`config.mk`:
```
export PLATFORM = sky130hd
export DESIGN_NAME = fdc_cfg_bank
export DESIGN_NICKNAME = d
export VERILOG_FILES = /design/src/fdc_cfg_pkg.sv /design/src/fdc_cfg_bank.sv /design/src/fdc_wp_dens.sv
export SDC_FILE = /design/constraint.sdc
export NUM_CORES = 1
export LEC_CHECK = 0
export ABC_AREA = 1
export BUFFER_PORTS_ARGS = -buffer_cell sky130_fd_sc_hd__buf_2
export CORE_MARGIN = 2
export CORE_UTILIZATION = 59
export DETAILED_ROUTE_END_ITERATION = 12
export HOLD_SLACK_MARGIN = 0.02
export PLACE_DENSITY = 0.9
export SYNTH_ARGS = -nofsm -noshare
export SYNTH_HDL_FRONTEND = slang
export SYNTH_SLANG_ARGS = --single-unit
export TNS_END_PERCENT = 100
```
`constraint.sdc`:
```
create_clock -name sys_clk -period 2.99 [get_ports sys_clk]
set_clock_uncertainty 0.15 [all_clocks]
set_input_delay 0.1495 -clock sys_clk [delete_from_list [all_inputs] [get_ports sys_clk]]
set_output_delay 0.1495 -clock sys_clk [all_outputs]
set_load 0.03 [all_outputs]
```
`src/fdc_cfg_pkg.sv`:
```
// Package with register map, field positions and reset values of the floppy config bank
package fdc_cfg_pkg;
  localparam logic [7:0] MODE_IDX = 8'hF0;
  localparam logic [7:0] OPT_IDX = 8'hF1;
  localparam logic [7:0] TYPE_IDX = 8'hF2;
  localparam logic [7:0] RSVD_IDX = 8'hF3;
  localparam logic [7:0] DRV0_IDX = 8'hF4;
  localparam logic [7:0] DRV1_IDX = 8'hF5;
  localparam logic [7:0] MODE_RST = 8'h0E;
  localparam logic [7:0] OPT_RST = 8'h00;
  localparam logic [7:0] TYPE_RST = 8'hFF;
  localparam logic [7:0] DRV_RST = 8'h00;
  localparam logic [7:0] DRV_WMASK = 8'h5B;
  localparam int MODE_ENH_BIT = 0;
  localparam int MODE_NOBURST_BIT = 1;
  localparam int MODE_IF_LSB = 2;
  localparam int MODE_PUSHPULL_BIT = 6;
  localparam int MODE_TRISTATE_BIT = 7;
  localparam int OPT_FWP_BIT = 0;
  localparam int OPT_DENS_LSB = 2;
  localparam int DRV_TYPE_LSB = 0;
  localparam int DRV_RATE_LSB = 3;
  localparam int DRV_NOPRECOMP_BIT = 6;
  localparam logic [1:0] DENS_FORCE_ONE = 2'h2;
  localparam logic [1:0] DENS_FORCE_ZERO = 2'h3;
endpackage

```
`src/fdc_cfg_bank.sv`:
```
// Floppy logical device configuration register bank
`timescale 1ns/1ps
`default_nettype none
module fdc_cfg_bank (
  input wire logic sys_clk,
  input wire logic rst_b,
  input wire logic clk_en,
  input wire logic cfg_wr,
  input wire logic cfg_rd,
  input wire logic [7:0] cfg_index,
  input wire logic [7:0] cfg_wdata,
  output logic [7:0] cfg_rdata,
  input wire logic drive0_select_n,
  input wire logic drive1_select_n,
  input wire logic par_drive0_select_n,
  input wire logic par_drive1_select_n,
  input wire logic par_route,
  input wire logic write_protect_in_n,
  input wire logic floppy_wp_disable,
  input wire logic dens_core,
  output logic write_protect_core,
  output logic enhanced_mode,
  output logic dma_non_burst,
  output logic [1:0] interface_mode,
  output logic push_pull_driver,
  output logic pin_tristate,
  output logic par_push_pull,
  output logic par_tristate,
  output logic density_out,
  output logic [1:0] drive0_type,
  output logic [1:0] drive1_type,
  output logic [1:0] drive0_type_select,
  output logic [1:0] drive1_type_select,
  output logic [1:0] drive0_rate_table_select,
  output logic [1:0] drive1_rate_table_select,
  output logic drive0_precomp_disable,
  output logic drive1_precomp_disable
);
  typedef struct packed {
    logic [7:0] mode;
    logic [7:0] opt;
    logic [7:0] dtype;
    logic [7:0] drv0;
    logic [7:0] drv1;
    logic [7:0] rdata;
    logic [1:0] wp_s1;
    logic [1:0] wp_s2;
    logic [1:0] ds_s1;
    logic [1:0] ds_s2;
    logic [1:0] pds_s1;
    logic [1:0] pds_s2;
    logic par_s1;
    logic par_s2;
    logic dens_s1;
    logic dens_s2;
    logic wp_out;
    logic dens_out;
  } fdc_state_s;

  fdc_state_s st_q;
  fdc_state_s st_d;
  logic wp_comb;
  logic dens_comb;
  logic sel0;
  logic sel1;

  // Read mux for the bank; unmapped and reserved indices return zero
  function automatic logic [7:0] fcb_read(input fdc_state_s s,
                                          input logic [7:0] idx);
    unique case (idx)
      fdc_cfg_pkg::MODE_IDX: fcb_read = s.mode;
      fdc_cfg_pkg::OPT_IDX: fcb_read = s.opt;
      fdc_cfg_pkg::TYPE_IDX: fcb_read = s.dtype;
      fdc_cfg_pkg::RSVD_IDX: fcb_read = 8'h00;
      fdc_cfg_pkg::DRV0_IDX: fcb_read = s.drv0;
      fdc_cfg_pkg::DRV1_IDX: fcb_read = s.drv1;
      default: fcb_read = 8'h00;
    endcase
  endfunction

  // One drive select, from the dedicated pin or the parallel port route
  function automatic logic fdc_pick_sel(input logic route,
                                        input logic ded_n,
                                        input logic par_n);
    fdc_pick_sel = route ? ~par_n : ~ded_n;
  endfunction

  // Drive select either from dedicated pins or parallel port route
  assign sel0 = fdc_pick_sel(st_q.par_s2, st_q.ds_s2[0], st_q.pds_s2[0]);
  assign sel1 = fdc_pick_sel(st_q.par_s2, st_q.ds_s2[1], st_q.pds_s2[1]);

  fdc_wp_dens u_wp_dens (
    .force_wp(st_q.opt[fdc_cfg_pkg::OPT_FWP_BIT]),
    .drive0_sel(sel0),
    .drive1_sel(sel1),
    .wp_pin(~st_q.wp_s2[0]),
    .wp_disable(st_q.wp_s2[1]),
    .dens_mode(st_q.opt[fdc_cfg_pkg::OPT_DENS_LSB +: 2]),
    .dens_core(st_q.dens_s2),
    .wp_core(wp_comb),
    .dens_out(dens_comb)
  );

  // Next state: synchronisers, register writes, read data
  always_comb begin
    st_d = st_q;
    st_d.wp_s1 = {floppy_wp_disable, write_protect_in_n};
    st_d.wp_s2 = st_q.wp_s1;
    st_d.ds_s1 = {drive1_select_n, drive0_select_n};
    st_d.ds_s2 = st_q.ds_s1;
    st_d.pds_s1 = {par_drive1_select_n, par_drive0_select_n};
    st_d.pds_s2 = st_q.pds_s1;
    st_d.par_s1 = par_route;
    st_d.par_s2 = st_q.par_s1;
    st_d.dens_s1 = dens_core;
    st_d.dens_s2 = st_q.dens_s1;
    st_d.wp_out = wp_comb;
    st_d.dens_out = dens_comb;
    if (cfg_wr) begin
      unique case (cfg_index)
        fdc_cfg_pkg::MODE_IDX: st_d.mode = cfg_wdata;
        fdc_cfg_pkg::OPT_IDX: st_d.opt = cfg_wdata;
        fdc_cfg_pkg::TYPE_IDX: st_d.dtype = cfg_wdata;
        fdc_cfg_pkg::DRV0_IDX:
          st_d.drv0 = cfg_wdata & fdc_cfg_pkg::DRV_WMASK;
        fdc_cfg_pkg::DRV1_IDX:
          st_d.drv1 = cfg_wdata & fdc_cfg_pkg::DRV_WMASK;
        default: st_d.rdata = st_d.rdata; // Reserved and unmapped ignored
      endcase
    end
    if (cfg_rd) begin
      st_d.rdata = fcb_read(st_q, cfg_index);
    end
  end

  // State register; only hard reset reaches rst_b, soft reset is not wired
  always_ff @(posedge sys_clk or negedge rst_b) begin
    if (!rst_b) begin
      st_q <= '0;
      st_q.mode <= fdc_cfg_pkg::MODE_RST;
      st_q.opt <= fdc_cfg_pkg::OPT_RST;
      st_q.dtype <= fdc_cfg_pkg::TYPE_RST;
      st_q.drv0 <= fdc_cfg_pkg::DRV_RST;
      st_q.drv1 <= fdc_cfg_pkg::DRV_RST;
      st_q.wp_s1 <= 2'h1;
      st_q.wp_s2 <= 2'h1;
      st_q.ds_s1 <= 2'h3;
      st_q.ds_s2 <= 2'h3;
      st_q.pds_s1 <= 2'h3;
      st_q.pds_s2 <= 2'h3;
    end else if (clk_en) begin
      st_q <= st_d;
    end
  end

  // Decoded fields straight from flip-flops
  assign cfg_rdata = st_q.rdata;
  assign write_protect_core = st_q.wp_out;
  assign density_out = st_q.dens_out;
  assign enhanced_mode = st_q.mode[fdc_cfg_pkg::MODE_ENH_BIT];
  assign dma_non_burst = st_q.mode[fdc_cfg_pkg::MODE_NOBURST_BIT];
  assign interface_mode = st_q.mode[fdc_cfg_pkg::MODE_IF_LSB +: 2];
  assign push_pull_driver = st_q.mode[fdc_cfg_pkg::MODE_PUSHPULL_BIT];
  assign pin_tristate = st_q.mode[fdc_cfg_pkg::MODE_TRISTATE_BIT];
  // Parallel-port floppy pins keep open drain and stay driven
  assign par_push_pull = st_q.par_s2 & 1'b0;
  assign par_tristate = st_q.par_s2 & 1'b0;
  assign drive0_type = st_q.dtype[1:0];
  assign drive1_type = st_q.dtype[3:2];
  assign drive0_type_select = st_q.drv0[fdc_cfg_pkg::DRV_TYPE_LSB +: 2];
  assign drive1_type_select = st_q.drv1[fdc_cfg_pkg::DRV_TYPE_LSB +: 2];
  assign drive0_rate_table_select = st_q.drv0[fdc_cfg_pkg::DRV_RATE_LSB +: 2];
  assign drive1_rate_table_select = st_q.drv1[fdc_cfg_pkg::DRV_RATE_LSB +: 2];
  assign drive0_precomp_disable =
    st_q.drv0[fdc_cfg_pkg::DRV_NOPRECOMP_BIT];
  assign drive1_precomp_disable =
    st_q.drv1[fdc_cfg_pkg::DRV_NOPRECOMP_BIT];
endmodule
`default_nettype wire

```
`src/fdc_wp_dens.sv`:
```
// Write protect combiner and density override for the floppy core
`timescale 1ns/1ps
`default_nettype none
module fdc_wp_dens (
  input wire logic force_wp,
  input wire logic drive0_sel,
  input wire logic drive1_sel,
  input wire logic wp_pin,
  input wire logic wp_disable,
  input wire logic [1:0] dens_mode,
  input wire logic dens_core,
  output logic wp_core,
  output logic dens_out
);
  // Write protect seen by core, also registered out as write_protect_core
  assign wp_core = (drive0_sel & force_wp) | (drive1_sel & force_wp) |
                   wp_pin | wp_disable;
  // Density override
  always_comb begin
    unique case (dens_mode)
      fdc_cfg_pkg::DENS_FORCE_ONE: dens_out = 1'b1;
      fdc_cfg_pkg::DENS_FORCE_ZERO: dens_out = 1'b0;
      default: dens_out = dens_core;
    endcase
  end
endmodule
`default_nettype wire

```
==> results_dict.tcl, run 1 <==
set metrics [dict create \
    status "finished clean" \
    start_util_pct 61.56 \
    leakage_nw 1.931 \
    avgRoutedWirePerCell_um 13.73 \
    grt_pass1_vias 2430 \
    port_buffers 58 \
    fin_ws_ns 1.407 \
    multi_input_comb_area_um2 1249 \
    dpl_worst_slack_ns 1.062 \
    finalCritPeriodShare_pct 52.95 \
    ant_nets 0 \
    fin_crit_ns 1.583 \
    critPathKind "in -> reg" \
    h-tree-depth 3 \
    register_area_um2 1528 \
    dr.pass1.iters 4 \
    route.detailed.drc 0 \
    drv_slew 0 \
    synth-warning-count 0 \
    max_freq_ghz 0.6316 \
    crit_fanout 12 \
    clk_path_buf_depth 2 \
    final_nets 429 \
    drive_above_1_share_pct 30.86 \
    core_um2 5140 \
    ctsHoldBuffers 18 \
    syn_area_um2 3164 \
    cts.repair.resized 0 \
    ys_seq_area_share_pct 48.28 \
    die_h_um 77.24 \
    via_per_inst 5.314 \
    gp_congestion 0.8013 \
    antenna_found_initial 0 \
    tightest_slew_ns 0.8953 \
    slew_headroom_pct 40.09 \
    drv_cap 0 \
    grt_overflow_total 0 \
    required_ns 3.05 \
    root_buffer "clkbuf_8" \
    cts_sinks 60 \
    power.total_mw 1.963 \
    whs_path_depth 3 \
    dr_total_vias 2524 \
    irDropWorstVdd_v 0.0004223 \
    fill_cells 401 \
    rsz0062_at_grt "no" \
    cts_tree "yes" \
    setup_violations 0 \
    fp-row-count 26 \
    finalHoldViolations 0 \
    final_common_cell "nand2_1" \
    clkLatencyLatePin_ns 0.34 \
    tns_ns 0 \
    hold_class "in -> reg" \
    syn_avg_cell_area_um2 9.067 \
    r2r_cells 4 \
    die_w_um 77.24 \
    wl_um 6523 \
    ys_ff_latch 60 \
    io_pins 61 \
    cp-end-kind "flip-flop" \
    arrival_ns 1.65 \
    grt_max_degree 61 \
    grt_pass1_wl_um 11180 \
    powerDensity_nw_per_um2 537.7 \
    start_kind "input pin" \
    die_area_um2 5965 \
    antenna-diode-count 0 \
    place_hpwl_um 4361 \
    synth_cell_types 28 \
    cts_buffers 9 \
    cts.clk_slew.worst_paths_ns 0.07 \
    grt_usage_pct 23.73 \
    drt_iter0_markers 229 \
    syn_inst 349 \
    most-common-layout-cells "nand2_1, buf_2, dfrtp_1" \
    post_cts_buffers 0 \
    layout-area-overhead-vs-synth_pct 15.38 \
]
## through the flow
| step | utilization (%) | area [um^2] | hold WS [ns] | cells |
|---|---|---|---|---|
| 6_report | 71.03 | 3651 | 0.04706 | 475 |
| 5_1_grt | 71.03 | 3651 | 0.07340 | 475 |
| 4_1_cts | 71.03 | 3651 | 0.02947 | 475 |
| 3_5_place_dp | 63.15 | 3246 | 0.1861 | 441 |
| 3_3_place_gp | 63.15 | 3246 | 0.1797 | 441 |
| 2_1_floorplan | - | 3168 | -0.2961 | 350 |
## layer usage
| layer | GRT usage (%) | vias up | part of all wire (%) |
|---|---|---|---|
| li1 | - | 1211 | - |
| met1 | 29.89 | 1214 | 42 |
| met2 | 40.00 | 89 | 51 |
| met3 | 6.353 | 10 | 6.1 |
| met4 | 7.321 | 0 | 1.3 |
| met5 | 0 | - | 0 |
## Yosys cell counts, drive strengths merged
cell	n	area share, %
o21a	15	3.6
nor3	1	0.16
buf	36	9.5
nand4	12	3.3
a21oi	7	1.6
clkbuf	2	0.24
nand3	30	4.7
conb	1	0.12
inv	17	2.4
nor2	19	5.3
dfstp	21	17
clkinv	2	0.24
nand2	125	17
dfrtp	39	31
o21ai	22	3.5
## area by class of cell
type / instances / area share [%]
sequential: 60 / 41.84
multi-input combinational: 233 / 34.20
timing repair buffer: 77 / 13.09
clock buffer: 10 / 3.770
clock inverter: 6 / 2.399
tap: 70 / 2.399
inverter: 19 / 2.296
## worst max-delay path, cell delays in order
cell and delay, ns:
buf_2 0.09, inv_1 0.14, nand2_1 0.07, nor2_1 0.68, nand4_4 0.29, nand2_1 0.14
o21ai_1 0.07
## logic make-up after synthesis
logic type	share of synthesized area (%)
compound gates	8.620
buf+inv	12.38
flops	48.28
other cells	0.1185
simple gates	30.61
## registers in the layout, indices dropped and copies added, names as in the netlist, 2 cells and up
name	count
drive1_type	2
st_q	22
drive0_rate_table_select	2
drive1_rate_table_select	2
cfg_rdata	8
drive0_type_select	2
st_d	8
drive1_type_select	2
drive0_type	2
interface_mode	2
## worst paths after layout
path / from / end / slack (ns)
max: cfg_index[3] / drive1_rate_table_select[1] / 1.41
min: clk_en / st_d[6] / 0.05
max reg2reg: drive0_type[0] / cfg_rdata[0] / 1.85
min reg2reg: st_d[6] / st_d[6] / 0.31
max in group asynchronous: rst_b / drive0_type_select[1] / 1.88
min in group asynchronous: rst_b / drive1_type_select[1] / 0.34
## report_power, final
part	switching, mW	internal [mW]
Clock	0.325	0.491
Sequential	0.0300	0.876
Combinational	0.160	0.0807
Total	0.515	1.45
No activity file was read; power rests on OpenSTA's default activity.
==> run 2: changes to the inputs <==
--- a/config.mk
+++ b/config.mk
@@ -8,10 +8,10 @@
 export ABC_AREA = 1
 export BUFFER_PORTS_ARGS = -buffer_cell sky130_fd_sc_hd__buf_2
 export CORE_MARGIN = 2
-export CORE_UTILIZATION = 59
+export CORE_UTILIZATION = 50
 export DETAILED_ROUTE_END_ITERATION = 12
 export HOLD_SLACK_MARGIN = 0.02
-export PLACE_DENSITY = 0.9
+export PLACE_DENSITY = 0.82
 export SYNTH_ARGS = -nofsm -noshare
 export SYNTH_HDL_FRONTEND = slang
 export SYNTH_SLANG_ARGS = --single-unit
==> constraint.sdc (replaced) <==
create_clock -name sys_clk -period 1.3 [get_ports sys_clk]
set_clock_uncertainty 0.15 [all_clocks]
set_input_delay 0.065 -clock sys_clk [delete_from_list [all_inputs] [get_ports sys_clk]]
set_output_delay 0.065 -clock sys_clk [all_outputs]
set_load 0.03 [all_outputs]
==> run 2 against run 1 <==
Against the previous run: non-clock buffer count up 23; critical path depth is 6 lower; sequential share of layout area down 2.7 points; sequential power rose by 130%; combinational power increased to 2.6 times the previous value; wire length rose by 4.1%; register-to-register slack lost 1.8 ns; via count is 1.9% higher; total power is 130% higher; worst setup slack lost 1.4 ns; hold slack worse by 0.0012 ns; critical path type is now reg -> out.
==> results_dict.tcl, run 2 (synthesis gave the netlist of run 1 again) <==
set metrics [dict create \
    setup_violations 0 \
    cts_tree "yes" \
    top_register "st_q" \
    finalCritPeriodShare_pct 97.57 \
    seqPwrFrac_pct 46.8 \
    drive_above_1_share_pct 32.94 \
    cts.clk_slew.worst_paths_ns 0.07 \
    antenna_found_initial 0 \
    placed_cell_area_um2 3382 \
    layout-area-overhead-vs-synth_pct 23.29 \
    wl_um 6791 \
    required_ns 1.09 \
    route.met3.wl_um 416 \
    max_freq_ghz 0.7884 \
    fin_ws_ns 0.03158 \
    grt_usage_pct 21.32 \
    powerDensity_nw_per_um2 1143 \
    antenna-diode-count 0 \
    drt_iter0_markers 274 \
    largest_reg_flops 22 \
    slowest_delay_ns 0.57 \
    multi_input_comb_area_um2 1249 \
    io_pins 61 \
    place_hpwl_um 4625 \
    h-tree-depth 3 \
    cts_sinks 60 \
    fin_crit_ns 1.268 \
    cp_slowest_cell "dfstp_2" \
    start_util_pct 52.51 \
    die_h_um 83.55 \
    fill_cells 518 \
    path_delay_family "flip-flops" \
    grt_max_degree 61 \
    via_per_inst 5.111 \
    register_area_um2 1528 \
    switching_share_pct 26.07 \
    clkLatencyLatePin_ns 0.34 \
    dr_total_vias 2571 \
    dr.pass1.iters 4 \
    crit_chain "buf_6" \
    crit_fanout 3 \
    gp_congestion 0.8713 \
    hold_ws_ns 0.04587 \
    wl_met2_um 3426 \
    dpl_worst_slack_ns -0.05688 \
    power.total_mw 4.458 \
    status "finished clean" \
    avgRoutedWirePerCell_um 13.50 \
    final_nets 452 \
    instances_no_fill 503 \
    drv_cap 0 \
    drt-met1-wl_um 2821 \
    clk_path_buf_depth 2 \
    design_area_um2 3901 \
    cp.buffers_inverters 1 \
    port_buffers 58 \
    grt_pass1_wl_um 11810 \
    critPathKind "reg -> out" \
    hold_class "in -> reg" \
    dp.cells 460 \
    highest_layer "met4" \
    grt_overflow_total 0 \
    grt_pass1_vias 2488 \
    start_kind "flip-flop" \
    leakage_nw 2.029 \
    arrival_ns 1.05 \
    comb_power_share_pct 13.8 \
    root_buffer "clkbuf_8" \
    cts_buffers 9 \
    finalHoldViolations 0 \
    drv_slew 0 \
    die_area_um2 6981 \
    final_util_pct 64.74 \
    tns_ns 0 \
    fp-row-count 28 \
    core_um2 6026 \
    intPower_mw 3.296 \
    irDropWorstVdd_v 0.0008193 \
    die_w_um 83.55 \
    cp-end-kind "output pin" \
    most-common-layout-cells "nand2_1, buf_2, dfrtp_1" \
    ant_nets 0 \
    final_common_cell "nand2_1" \
    p_switching_mw 1.162 \
    route.detailed.drc 0 \
    clkPwrFrac_pct 39.4 \
]
run 2: cell count changes in the layout (fill, tap and decap cells not counted), moves of 2 or more:
cell / previous run / this run
buf_4: 1 / 16
buf_2: 58 / 51
dlygate4sd3_1: 18 / 25
buf_6: 0 / 6
buf_12: 0 / 2
clkbuf_8: 10 / 12
clkinv_2: 2 / 0
clkinv_4: 2 / 0
clkinvlp_4: 0 / 2
run 2: final cells by class:
cell class                      instances  share of cell area [%]
Timing Repair Buffer                  100                   18.79
Multi-Input combinational cell        233                   32.01
Sequential cell                        60                   39.16
Clock inverter                          3                   1.155
Inverter                               19                   2.149
Tap cell                               75                   2.405
Clock buffer                           13                   4.330
run 2: worst paths after layout:
check	start	end	slack [ns]	cells after the start
hold / removal	clk_en	st_q[15]	0.05	4
hold reg to reg	st_d[10]	st_q[10]	0.31	2
setup / recovery	dma_non_burst	dma_non_burst	0.03	1
min in group asynchronous	rst_b	drive0_type_select[0]	0.10	3
max in group asynchronous	rst_b	st_q[47]	0.58	3
setup reg to reg	drive1_type[1]	cfg_rdata[3]	0.10	5
run 2: routing by layer:
layer  vias to the layer above  global-route usage, %
met5                         -                      0
met4                         0                  7.185
met3                        12                  7.023
met2                        84                  35.04
met1                      1223                  26.57
li1                       1252                      -
run 2: repair_timing:
item	in CTS	in global routing
resized for setup	9	5
buffers inserted	0	2
setup endpoints to repair	7	11
endpoints found under the hold margin	107	0
hold buffers	25	0
run 2: power by group through the flow:
| stage | combinational [mW] | clock, mW | sequential [mW] |
|---|---|---|---|
| finish | 0.614 | 1.76 | 2.09 |
| global route | 0.677 | 1.89 | 2.10 |
| CTS | 0.609 | 1.80 | 2.09 |
| detailed placement | 0.542 | 0 | 2.12 |
| global placement | 0.530 | 0 | 2.11 |
| floorplan | 0.371 | 0 | 2.13 |
==> run 3: changes to the inputs <==
--- a/config.mk
+++ b/config.mk
@@ -11,7 +11,7 @@
 export CORE_UTILIZATION = 50
 export DETAILED_ROUTE_END_ITERATION = 12
 export HOLD_SLACK_MARGIN = 0.02
-export PLACE_DENSITY = 0.82
+export PLACE_DENSITY_LB_ADDON = 0.05
 export SYNTH_ARGS = -nofsm -noshare
 export SYNTH_HDL_FRONTEND = slang
 export SYNTH_SLANG_ARGS = --single-unit
==> run 3 against run 2 <==
Against the previous run: worst setup slack got worse by 0.0036 ns; flip-flop and latch count unchanged; final cell count increased by 1.2%; clock-buffer cell count decreased by 4; first-iteration DRC count decreased by 70%; highest routed layer unchanged.
==> results_dict.tcl, run 3 (synthesis gave the netlist of run 1 again) <==
set metrics [dict create \
    intPower_mw 3.134 \
    drv_slew 0 \
    final_common_cell "nand2_1" \
    cts.clk_slew.worst_paths_ns 0.07 \
    start_kind "flip-flop" \
    start_util_pct 52.51 \
    critPathKind "reg -> out" \
    route.detailed.drc 0 \
    clk_path_buf_depth 2 \
    cts_tree "yes" \
    final_nets 458 \
    cts_buffers 9 \
    grt_usage_pct 21.24 \
    cts_sinks 60 \
    antenna_found_initial 0 \
    fin_ws_ns 0.02799 \
    clkPwrFrac_pct 37.5 \
    place_hpwl_um 4823 \
    largest_reg_flops 22 \
    cp.buffers_inverters 1 \
    seqPwrFrac_pct 48.0 \
    h-tree-depth 3 \
    fin_crit_ns 1.272 \
    fp-row-count 28 \
    final_util_pct 65.22 \
    status "finished clean" \
    cp-end-kind "output pin" \
    post_cts_buffers 0 \
    max_freq_ghz 0.7862 \
    port_buffers 58 \
    die_w_um 83.55 \
    dr.pass1.iters 5 \
    path_delay_family "flip-flops" \
    grt_overflow_total 0 \
    clkLatencyLatePin_ns 0.33 \
    finalCritPeriodShare_pct 97.85 \
    rsz0062_at_grt "no" \
    grt_max_degree 33 \
    hold_class "in -> reg" \
    arrival_ns 1.06 \
    drt_iter0_markers 82 \
    crit_chain "clkbuf_4" \
    placed_cell_area_um2 3440 \
    top_register "st_q" \
    design_area_um2 3930 \
    drive_above_1_share_pct 33.64 \
    leakage_nw 2.047 \
    setup_violations 0 \
    wl_met2_um 3130 \
    root_buffer "clkbuf_8" \
    p_switching_mw 1.203 \
    comb_power_share_pct 14.5 \
    slowest_delay_ns 0.54 \
    switching_share_pct 27.75 \
    layout-area-overhead-vs-synth_pct 24.20 \
    cp_slowest_cell "dfstp_2" \
    dpl_worst_slack_ns -0.08752 \
    irDropWorstVdd_v 0.0006730 \
    via_per_inst 4.902 \
    io_pins 61 \
    avgRoutedWirePerCell_um 13.68 \
    die_h_um 83.55 \
    drv_cap 0 \
    wl_um 6965 \
    die_area_um2 6981 \
    antenna-diode-count 0 \
    finalHoldViolations 0 \
    drt-met1-wl_um 3417 \
    most-common-layout-cells "nand2_1, buf_2, dfrtp_1" \
    highest_layer "met4" \
    route.met3.wl_um 285 \
    hold_ws_ns 0.04122 \
    required_ns 1.09 \
    grt_pass1_wl_um 11740 \
    core_um2 6026 \
    ant_nets 0 \
    gp_congestion 0.8202 \
    crit_fanout 3 \
    grt_pass1_vias 2426 \
    powerDensity_nw_per_um2 1104 \
    dr_total_vias 2495 \
]
==> run 3: cell count changes in the layout (fill, tap and decap cells not counted), moves of 2 or more <==
cell / before / now
clkbuf_4: 0 / 2
dlygate4sd3_1: 25 / 27
buf_4: 16 / 20
clkbuf_8: 12 / 9
clkinv_2: 0 / 3
buf_6: 6 / 3
==> run 3: worst register-to-register path: cells and delay by family, from the launching register on <==
family	cells	cell delay (ns)
compound gates	1	0.10
flops	1	0.57
simple gates	3	0.22
==> run 3: metrics by stage <==
stage / total power [mW] / setup TNS (ns) / std cells
after global placement: 2.662 / -0.04615 / 466
after CTS: 4.383 / 0 / 509
after detailed placement: 2.672 / -0.3661 / 466
after floorplan: 2.498 / 0 / 350
final: 4.337 / 0 / 509
after global routing: 4.531 / 0 / 509
==> run 3: power groups by stage <==
stage	Sequential [mW]	Clock, mW	Combinational (mW)
6_report	2.08	1.63	0.627
5_1_grt	2.10	1.75	0.688
4_1_cts	2.08	1.67	0.629
3_5_place_dp	2.11	0	0.559
3_3_place_gp	2.11	0	0.551
2_1_floorplan	2.13	0	0.371
==> run 3: path summary, 6_finish.rpt <==
path / from / to / slack [ns] / cells after the start
worst min-delay path: clk_en / st_d[4] / 0.04 / 4
min in group asynchronous: rst_b / st_q[49] / 0.17 / 2
worst max-delay path: interface_mode[0] / interface_mode[0] / 0.03 / 1
worst max register to register: drive1_type[1] / cfg_rdata[3] / 0.19 / 4
worst min register to register: st_d[11] / st_q[11] / 0.31 / 2
max in group asynchronous: rst_b / density_out / 0.13 / 3
==> run 3: final cells by class <==
cell class	instances	area [um^2]
clock buffer	9	123.9
multi-input combinational	233	1249
clock inverter	7	67.56
tap	75	93.84
timing repair buffer	106	784.5
fill	541	2096
sequential	60	1528
inverter	19	83.83
==> run 3: repair_timing <==
| action | in CTS | in global routing |
|---|---|---|
| gates resized for setup | 5 | 6 |
| endpoints found under the hold margin | 104 | 0 |
| cloned | 0 | 0 |
| endpoints found under the setup margin | 5 | 9 |
| hold buffers | 27 | 0 |
==> run 3: routing by layer <==
metal	GRT usage [%]	vias up
met1	30.60	1163
met3	3.956	13
li1	-	1266
met4	8.798	0
met5	0	-
met2	31.60	53
